### config.mk
export PLATFORM = sky130hd
export DESIGN_NAME = css_top
export DESIGN_NICKNAME = d
export VERILOG_FILES = /design/src/shared/css_pkg.sv /design/src/css_top.sv /design/src/css_set_mux.sv /design/src/css_cal_path.sv
export SDC_FILE = /design/constraint.sdc
export NUM_CORES = 2
export LEC_CHECK = 0
export BUFFER_PORTS_ARGS = -buffer_cell sky130_fd_sc_hd__clkbuf_2
export CAP_MARGIN = 25
export CORE_MARGIN = 4
export CORE_UTILIZATION = 23
export DETAILED_ROUTE_END_ITERATION = 6
export PLACE_DENSITY_LB_ADDON = 0.1
export SETUP_SLACK_MARGIN = 0.1
export SYNTH_ARGS = -nofsm -noshare
export SYNTH_HDL_FRONTEND = slang
export SYNTH_SLANG_ARGS = --single-unit
export TNS_END_PERCENT = 20
### constraint.sdc
create_clock -name pclk -period 14.6 [get_ports pclk]
set_input_delay 2.19 -clock pclk [delete_from_list [all_inputs] [get_ports pclk]]
set_output_delay 2.19 -clock pclk [all_outputs]
set_load 0.02 [all_outputs]
### src/shared/css_pkg.sv
// Constants, field layouts and carrier types for the calibration set select block.
// Assumes a single 125 MHz clock and software access over APB with 32-bit data.
// Overview of operation
// - Part revision register: read-only 3-bit silicon revision in bits 2:0, rest zero.
// - Two independent calibration sets, A and B, each an offset and a gain.
// - Selector 00 applies set A to that slot's result; 00 is the reset value.
// - Selector 01 applies set B to that slot's result instead of set A.
// - Selector 10 or 11 skips system calibration; only self-calibrated data passes.
// - Selectors for slots 7, 6, 4 sit at bits 15:14, 13:12, 9:8, read-write.
// - Selectors for slots 3, 2, 1 sit at bits 7:6, 5:4, 3:2, read-write.
// - Slot 0 selector at bits 1:0; no slot 5 selector; bits 11:10, 23:16 unused.
// - Offset subtracted after self-calibration, before gain and before the scale factor.
// - Gain is unsigned fixed point, one integer bit, binary point after the MSB.
package css_pkg;

  localparam int DATA_W = 24;

  // Register indices; the byte address is four times the index.
  localparam logic [7:0] IDX_PART_REVISION = 8'h11;
  localparam logic [7:0] IDX_CAL_SET_SEL   = 8'h12;
  localparam logic [7:0] IDX_OFFSET_CAL_A  = 8'h13;
  localparam logic [7:0] IDX_OFFSET_CAL_B  = 8'h14;
  localparam logic [7:0] IDX_GAIN_CAL_A    = 8'h15;
  localparam logic [7:0] IDX_GAIN_CAL_B    = 8'h16;

  // Revision field position.
  localparam int REV_LSB = 0;
  localparam int REV_W   = 3;

  // Selector fields, indexed by slot; slot 5 has none.
  localparam int SEL_W = 2;
  localparam int SLOT7_SEL_LSB = 14;
  localparam int SLOT6_SEL_LSB = 12;
  localparam int SLOT4_SEL_LSB = 8;
  localparam int SLOT3_SEL_LSB = 6;
  localparam int SLOT2_SEL_LSB = 4;
  localparam int SLOT1_SEL_LSB = 2;
  localparam int SLOT0_SEL_LSB = 0;
  localparam logic [23:0] SEL_USED_MASK = 24'h00_F3FF;

  // Reset values.
  localparam logic [23:0] SEL_RESET    = 24'h00_0000;
  localparam logic [23:0] OFFSET_RESET = 24'h00_0000;
  localparam logic [23:0] GAIN_RESET   = 24'h80_0000;

  // Gain has 23 fraction bits.
  localparam int GAIN_FRAC = 23;

  typedef enum logic [1:0] {
    CSS_SEL_SET_A = 2'b00,
    CSS_SEL_SET_B = 2'b01,
    CSS_SEL_NONE  = 2'b10,
    CSS_SEL_NONE2 = 2'b11
  } css_sel_e;

  typedef struct packed {
    logic [DATA_W-1:0] offset;
    logic [DATA_W-1:0] gain;
  } css_cal_set_t;

  typedef struct packed {
    logic [2:0]        slot;
    logic [DATA_W-1:0] data;
  } css_result_t;

  // Clamps a wide signed value into the 24-bit two's complement range.
  function automatic logic [DATA_W-1:0] css_sat24(input logic signed [49:0] v);
    if (v > 50'sd8388607) begin
      return 24'h7F_FFFF;
    end else if (v < -50'sd8388608) begin
      return 24'h80_0000;
    end else begin
      return v[DATA_W-1:0];
    end
  endfunction

  // Returns the selector field of one slot; slot 5 reads as no calibration.
  function automatic css_sel_e css_slot_sel(input logic [23:0] sel_reg,
                                            input logic [2:0]  slot);
    case (slot)
      3'd7:    return css_sel_e'(sel_reg[SLOT7_SEL_LSB +: SEL_W]);
      3'd6:    return css_sel_e'(sel_reg[SLOT6_SEL_LSB +: SEL_W]);
      3'd4:    return css_sel_e'(sel_reg[SLOT4_SEL_LSB +: SEL_W]);
      3'd3:    return css_sel_e'(sel_reg[SLOT3_SEL_LSB +: SEL_W]);
      3'd2:    return css_sel_e'(sel_reg[SLOT2_SEL_LSB +: SEL_W]);
      3'd1:    return css_sel_e'(sel_reg[SLOT1_SEL_LSB +: SEL_W]);
      3'd0:    return css_sel_e'(sel_reg[SLOT0_SEL_LSB +: SEL_W]);
      default: return CSS_SEL_NONE;
    endcase
  endfunction

endpackage

### src/css_top.sv
// Register bank for revision and calibration set selection, with the calibration path.
// Assumes an APB master on pclk and a converter that presents one result per pulse.
`timescale 1ns/1ns
module css_top
  import css_pkg::*;
#(
  parameter logic [2:0] SILICON_REVISION = 3'h1  // Arbitrary value.
)(
  input  wire logic        pclk,
  input  wire logic        presetn,
  input  wire logic        psel,
  input  wire logic        penable,
  input  wire logic        pwrite,
  input  wire logic [31:0] paddr,
  input  wire logic [31:0] pwdata,
  input  wire logic [3:0]  pstrb,
  output logic             pready,
  output logic [31:0]      prdata,
  output logic             pslverr,
  input  wire logic        raw_valid,
  input  wire css_result_t raw_result,
  input  wire logic        scale_2x,
  output logic             cal_valid,
  output css_result_t      cal_result
);

  logic [23:0]  calibration_set_select;
  css_cal_set_t set_a;
  css_cal_set_t set_b;
  css_cal_set_t chosen;
  logic         apply;

  logic         setup;
  logic         wr_take;
  logic [7:0]   idx;
  logic         addr_ok;
  logic         mapped;
  logic [23:0]  rd_val;

  assign setup   = psel & ~penable;
  assign wr_take = psel & penable & pready & pwrite & ~pslverr;
  assign idx     = paddr[9:2];
  assign addr_ok = (paddr[1:0] == 2'b00) && (paddr[31:10] == 22'h00_0000);

  // Merges write data into a register under the byte strobes.
  function automatic logic [23:0] merge(input logic [23:0] old, input logic [31:0] wd,
                                        input logic [3:0] strb);
    logic [23:0] r;
    r = old;
    for (int b = 0; b < 3; b++) begin
      if (strb[b]) begin
        r[b*8 +: 8] = wd[b*8 +: 8];
      end
    end
    return r;
  endfunction

  always_comb begin
    rd_val = 24'h00_0000;
    mapped = addr_ok;
    unique case (idx)
      IDX_PART_REVISION: rd_val[REV_LSB +: REV_W] = SILICON_REVISION;
      IDX_CAL_SET_SEL:   rd_val = calibration_set_select & SEL_USED_MASK;
      IDX_OFFSET_CAL_A:  rd_val = set_a.offset;
      IDX_OFFSET_CAL_B:  rd_val = set_b.offset;
      IDX_GAIN_CAL_A:    rd_val = set_a.gain;
      IDX_GAIN_CAL_B:    rd_val = set_b.gain;
      default:           mapped = 1'b0;
    endcase
  end

  // One wait-free access phase: answer is registered at the end of setup.
  always_ff @(posedge pclk or negedge presetn) begin
    if (!presetn) begin
      pready  <= 1'b0;
      pslverr <= 1'b0;
      prdata  <= 32'h0000_0000;
    end else if (setup) begin
      pready  <= 1'b1;
      pslverr <= ~mapped;
      prdata  <= (mapped && !pwrite) ? {8'h00, rd_val} : 32'h0000_0000;
    end else begin
      pready  <= 1'b0;
      pslverr <= 1'b0;
    end
  end

  // Selectors; unused bits 23:16 and 11:10 never store.
  always_ff @(posedge pclk or negedge presetn) begin
    if (!presetn) begin
      calibration_set_select <= SEL_RESET;
    end else if (wr_take && idx == IDX_CAL_SET_SEL) begin
      calibration_set_select <= merge(calibration_set_select, pwdata, pstrb) & SEL_USED_MASK;
    end
  end

  // Two independent calibration sets.
  always_ff @(posedge pclk or negedge presetn) begin
    if (!presetn) begin
      set_a.offset <= OFFSET_RESET;
      set_a.gain   <= GAIN_RESET;
      set_b.offset <= OFFSET_RESET;
      set_b.gain   <= GAIN_RESET;
    end else if (wr_take) begin
      unique case (idx)
        IDX_OFFSET_CAL_A: set_a.offset <= merge(set_a.offset, pwdata, pstrb);
        IDX_OFFSET_CAL_B: set_b.offset <= merge(set_b.offset, pwdata, pstrb);
        IDX_GAIN_CAL_A:   set_a.gain   <= merge(set_a.gain, pwdata, pstrb);
        IDX_GAIN_CAL_B:   set_b.gain   <= merge(set_b.gain, pwdata, pstrb);
        default:          ;
      endcase
    end
  end

  css_set_mux u_mux (
    .sel_reg (calibration_set_select),
    .slot    (raw_result.slot),
    .set_a   (set_a),
    .set_b   (set_b),
    .chosen  (chosen),
    .apply   (apply)
  );

  css_cal_path u_path (
    .pclk       (pclk),
    .presetn    (presetn),
    .in_valid   (raw_valid),
    .in_result  (raw_result),
    .cal        (chosen),
    .apply      (apply),
    .scale_2x   (scale_2x),
    .out_valid  (cal_valid),
    .out_result (cal_result)
  );

endmodule

### src/css_set_mux.sv
// Chooses the calibration set for a result slot from the selector register.
// Assumes the selector register is stable while a result is in flight.
`timescale 1ns/1ns
module css_set_mux
  import css_pkg::*;
(
  input  wire logic [23:0]  sel_reg,
  input  wire logic [2:0]   slot,
  input  wire css_cal_set_t set_a,
  input  wire css_cal_set_t set_b,
  output css_cal_set_t      chosen,
  output logic              apply
);

  css_sel_e sel;

  always_comb begin
    sel    = css_slot_sel(sel_reg, slot);
    chosen = set_a;
    apply  = 1'b0;
    unique case (sel)
      CSS_SEL_SET_A: begin
        chosen = set_a;
        apply  = 1'b1;
      end
      CSS_SEL_SET_B: begin
        chosen = set_b;
        apply  = 1'b1;
      end
      CSS_SEL_NONE, CSS_SEL_NONE2: begin
        apply = 1'b0;
      end
    endcase
  end

endmodule

### src/css_cal_path.sv
// Applies offset, gain and scale factor to one self-calibrated result.
// Assumes one result per cycle at most; output is registered one cycle later.
`timescale 1ns/1ns
module css_cal_path
  import css_pkg::*;
(
  input  wire logic         pclk,
  input  wire logic         presetn,
  input  wire logic         in_valid,
  input  wire css_result_t  in_result,
  input  wire css_cal_set_t cal,
  input  wire logic         apply,
  input  wire logic         scale_2x,
  output logic              out_valid,
  output css_result_t       out_result
);

  logic signed [49:0] diff;
  logic signed [49:0] prod;
  logic signed [49:0] scaled;
  logic [DATA_W-1:0]  after_off;
  logic [DATA_W-1:0]  after_gain;
  logic [DATA_W-1:0]  next_data;

  always_comb begin
    // Offset comes off the self-calibrated value first.
    diff      = 50'(signed'(in_result.data)) - 50'(signed'(cal.offset));
    after_off = css_sat24(diff);
    // Gain is 1.23 unsigned; the product is shifted back by the fraction bits.
    prod       = (50'(signed'(after_off)) * signed'({26'h000_0000, cal.gain})) >>> GAIN_FRAC;
    after_gain = apply ? css_sat24(prod) : in_result.data;
    // Unipolar/bipolar scale factor comes last.
    scaled    = 50'(signed'(after_gain)) <<< 1;
    next_data = scale_2x ? css_sat24(scaled) : after_gain;
  end

  always_ff @(posedge pclk or negedge presetn) begin
    if (!presetn) begin
      out_valid <= 1'b0;
    end else begin
      out_valid <= in_valid;
    end
  end

  always_ff @(posedge pclk or negedge presetn) begin
    if (!presetn) begin
      out_result <= '0;
    end else if (in_valid) begin
      out_result.slot <= in_result.slot;
      out_result.data <= next_data;
    end
  end

endmodule

==> impl_summary.txt <==
----------------------------------------------------
[Finish]
  Area growth syn-to-layout ... 22.3%
  Layout Nets ... 4445
  Finished Layout Cells ... around 5300
  Inserted Diodes ... 0
  Ratio of cells with drive above 1 in the final layout ... 21.9%
  Sequential cell area in the final layout ... approximately 0.0041 mm²
  Number of filler instances in the final layout ... 13600
  Area used by multi-input combinational logic ... about 0.022 mm²

[Setup path]
  Critical path type ... input port to flip-flop
  Combined buffer and inverter count along the critical path ... 13
  Startpoint of the worst register-to-register path ... calibration_set_select[9]$_DFFE_PN0P_
  Instance count on the critical path ... 45
  Termination of the worst setup path ... u_path.out_result[21]$_DFFE_PN0P_
  Critical path launch point ... raw_result[25]
  Cell type group with the largest total delay on the critical path ... adder cells
  Most numerous cell on the critical path ... sky130_fd_sc_hd__fa_1
  Setup crit end kind ... flip-flop
  Crit-path max cell delay ... approximately 680 ps
  Slowest library cell on the worst path ... sky130_fd_sc_hd__fa_1
  R2r setup slk ... 2170 ps
  Largest driver fanout on the critical path ... 35
  Required time reported for the critical path endpoint ... 14940 ps
  Capturing point of the worst reg2reg path ... u_path.out_result[21]$_DFFE_PN0P_
  Cell depth of the worst flop-to-flop path ... 44
  Arrival @ worst endpoint ... 14330 ps
  CP startpoint kind ... input port

[CTS]
  Insertion delay to the later sink of the worst-skew pair ... about 460 ps
  Master cell of the clock root buffer ... sky130_fd_sc_hd__clkbuf_16
  Number of hold-repair buffers added at the cts stage ... 0
  Clock transition time at the flip-flop clock pins of the worst setup and hold paths ... 70 ps
  CTS tree ... yes
  Maximum clock path buffer count ... 2
  CTS H-tree lvls ... 4
  Number of clock sinks ... 164
  CTS Buf Count ... 17

[Synth]
  Most instantiated flip-flop cell in the synthesis netlist ... sky130_fd_sc_hd__dfrtp_1
  Number of register bits inferred by synthesis ... between 150 and 200
  Share of the yosys chip area belonging to registers ... 14.2%
  Number of flops mapped to enable cells by yosys ... 0
  Area share of the largest cell type after synthesis ... about a third
  Cell type with the largest total area after synthesis ... sky130_fd_sc_hd__fa_1
  Warning count from the yosys run ... 0
  Async set-or-reset flop fraction in the synthesized netlist ... 100%
  Mapped Avg Cell Area ... 9.00 µm²
  Top area cells in the synthesized netlist ... sky130_fd_sc_hd__fa_1, sky130_fd_sc_hd__dfrtp_1, sky130_fd_sc_hd__ha_1
  Synth unique cells ... 80
  Synth Instances ... around 3200
  Post-synthesis cell area ... 0.0289 mm²

[Global route]
  Global-route track usage on met2 ... 31.8%
  Largest net degree at the start of global routing ... 64
  Global-route layer with the greatest usage ... met2
  Overall overflow remaining after global route ... 0
  Wire length of the first global-routing pass ... 179000 µm
  Met1 Use GR ... roughly a quarter
  Global Route met3 Usage ... 1.64%
  GRT Resource Usage Total ... about a fifth
  Via count of the first global-routing pass ... ~26000
  Initial antenna violation count ... 6

[Route]
  Detailed-route wire length ... 121000 µm
  Vias after detailed routing ... 23800
  Detailed-route DRC error count ... 0
  Avg WL per Cell ... 23.0 µm
  Detail Route Antenna Nets ... 0
  Vias per cell ... between 4 and 5
  Detailed Routing Iterations Pass 1 ... 5
  Number of violations reported at the end of detailed-routing iteration 0 ... 1337

[Timing]
  Final total negative setup slack ... 0 ps
  Min setup slack post-route ... 613 ps
  Worst-margin pin slew ... 993 ps
  Setup violation total in the final timing report ... 0
  Worst-case hold slack ... 499 ps
  Period utilization ... 95.8%
  Worst slew margin relative to its limit ... between 30% and 40%
  Final count of hold timing violations ... 0
  Number of slew-limit violations in the final report ... 0
  Worst clock skew ... 15.4 ps
  Fmax achieved ... 71.5 MHz
  Unrepaired setup endpoints after global routing ... false
  Post-layout minimum cycle time ... around 14000 ps

[Placed design]
  Detailed placer's ending HPWL ... 102000 µm
  Weighted congestion reported at the end of routability-driven placement ... about 0.87
  Number of I/O port buffers ... 146
  Pre-CTS worst setup slack ... -394 ps
  Placed insts ... around 5300

[Floorplanning]
  Standard-cell rows ... ~130
  Area of the core ... roughly 0.12 mm²
  Initial core utilization ... 23.3%
  I/O pin total ... 164
  Y dimension of the die ... between 300 and 400 µm
  Die Outline Area ... between 0.1 and 0.15 mm²
  Horizontal die dimension ... ~360 µm

[Pwr]
  Pwr per Cell Area ... 44.3 mW/mm²
  Leakage power ... 17.5 nW
  Worst-case vdd ir drop ... 0.0760 mV
  Total Power ... between 1.5 and 2 mW

[Min path]
  Worst min-delay path class ... flip-flop to flip-flop
  Hold Path Cell Cnt ... 1

[Run status]
  Outcome ... finished clean

[Flow run]
  Maximum Capacitance Violations ... 0

----------------------------------------------------
stage by stage:
stage,util (%),cell area (µm²)
finish,28.4,35400
detailed placement,27.8,34500
floorplan,-,28900
global placement,27.7,34500
global route,28.4,35400
CTS,28.3,35100
Yosys cell counts (all sizes together), types with 7 or more instances:
library cell,n
a211oi,11
a21boi,9
a21o,37
a21oi,113
a221o,32
a221oi,11
a22o,29
a31oi,11
and2,17
and3,9
buf,34
clkbuf,123
dfrtp,162
fa,482
ha,222
inv,578
mux2,139
mux2i,65
nand2,401
nand2b,23
nand3,29
nand4,23
nor2,349
nor2b,12
nor3,13
nor4,17
o211ai,11
o21a,11
o21ai,81
o21bai,17
o221ai,12
o311ai,7
o31ai,12
or2,9
xnor2,27
xor2,21
cells in the final DEF (no fill, tap or decap), types with 12 or more instances in the layout:
cell type,synthesis,final
sky130_fd_sc_hd__a221o_1,32,32
sky130_fd_sc_hd__xnor2_1,27,27
sky130_fd_sc_hd__nand2b_1,23,23
sky130_fd_sc_hd__fa_1,482,481
sky130_fd_sc_hd__nor2b_1,12,12
sky130_fd_sc_hd__buf_12,0,25
sky130_fd_sc_hd__o21ai_0,73,69
sky130_fd_sc_hd__buf_4,9,382
sky130_fd_sc_hd__mux2i_1,65,56
sky130_fd_sc_hd__o21bai_1,17,17
sky130_fd_sc_hd__clkbuf_16,0,18
sky130_fd_sc_hd__and2_1,16,15
sky130_fd_sc_hd__nor4_1,17,15
sky130_fd_sc_hd__dfrtp_1,162,162
sky130_fd_sc_hd__clkbuf_2,1,144
sky130_fd_sc_hd__nand2_1,400,400
sky130_fd_sc_hd__a21oi_1,112,102
sky130_fd_sc_hd__xor2_1,21,21
sky130_fd_sc_hd__inv_1,577,577
sky130_fd_sc_hd__a21o_1,37,37
sky130_fd_sc_hd__nand4_1,23,23
sky130_fd_sc_hd__a22o_1,29,29
sky130_fd_sc_hd__nor2_1,348,344
sky130_fd_sc_hd__mux2_2,139,139
sky130_fd_sc_hd__ha_1,222,221
sky130_fd_sc_hd__nand3_1,29,29
repair_timing:
action / CTS / global route
resized for setup: 1 / 39
endpoints found under the hold margin: 0 / 0
buffers inserted: 0 / 5
endpoints found under the setup margin: 3 / 24
gates cloned: 0 / 1
pin swaps: 0 / 6
flip-flops by register name, indices dropped and copies added (netlist names):
| register | count |
|---|---|
| calibration_set_select | 14 |
| prdata | 24 |
| pready | 1 |
| pslverr | 1 |
| set_a | 48 |
| set_b | 48 |
| u_path.out_result | 27 |
| u_path.out_valid | 1 |
power by group:
group,internal (mW),switching [mW]
Clock,0.260,0.223
Sequential,0.468,0.00912
Combinational,0.236,0.369
Total,0.965,0.601
logic make-up after synthesis:
logic type               after synthesis  synth area share, %
other                                  1               0.0130
buffers and inverters                736                 9.79
flip-flops                           164                 14.2
XOR/XNOR                              48                 1.45
AND/OR/NAND/NOR                      921                 13.5
multiplexers                         204                 7.66
AO/OA/AOI/OAI                        429                 10.3
adder cells (fa/ha/maj)              708                 43.1
layout make-up:
cell class / count / area share [%]
multi-input cells: 2318 / 62.8
repair buffers: 559 / 11.9
flip-flops and latches: 164 / 11.6
inverters: 579 / 6.15
well taps: 1637 / 5.79
clock buffers: 17 / 1.20
clock inverters: 15 / 0.531
worst register-to-register path, delay by kind of cell (launching register included):
family,cells,cell delay (ps)
DFF,1,420
muxes,2,710
and+or+nand+nor,14,3020
adders and majority gates,9,4380
AOI/OAI and AO/OA,7,2020
buffers and inverters,12,1770
worst min path at each step:
stage,start,endpoint
floorplan,calibration_set_select[0]$_DFFE_PN0P_,calibration_set_select[0]$_DFFE_PN0P_
global placement,u_path.out_result[0]$_DFFE_PN0P_,u_path.out_result[0]$_DFFE_PN0P_
detailed placement,prdata[1]$_DFFE_PN0P_,prdata[1]$_DFFE_PN0P_
CTS,prdata[1]$_DFFE_PN0P_,prdata[1]$_DFFE_PN0P_
global route,u_path.out_result[24]$_DFFE_PN0P_,u_path.out_result[24]$_DFFE_PN0P_
finish,u_path.out_result[0]$_DFFE_PN0P_,u_path.out_result[0]$_DFFE_PN0P_
layer usage:
layer / up-vias / wire (µm)
met1: 12300 / 58300
li1: 11100 / -
met5: - / 11
met3: 41 / 3320
met4: 2 / 1360
met2: 375 / 58500
Note: power is estimated with default switching activity, not from simulation.
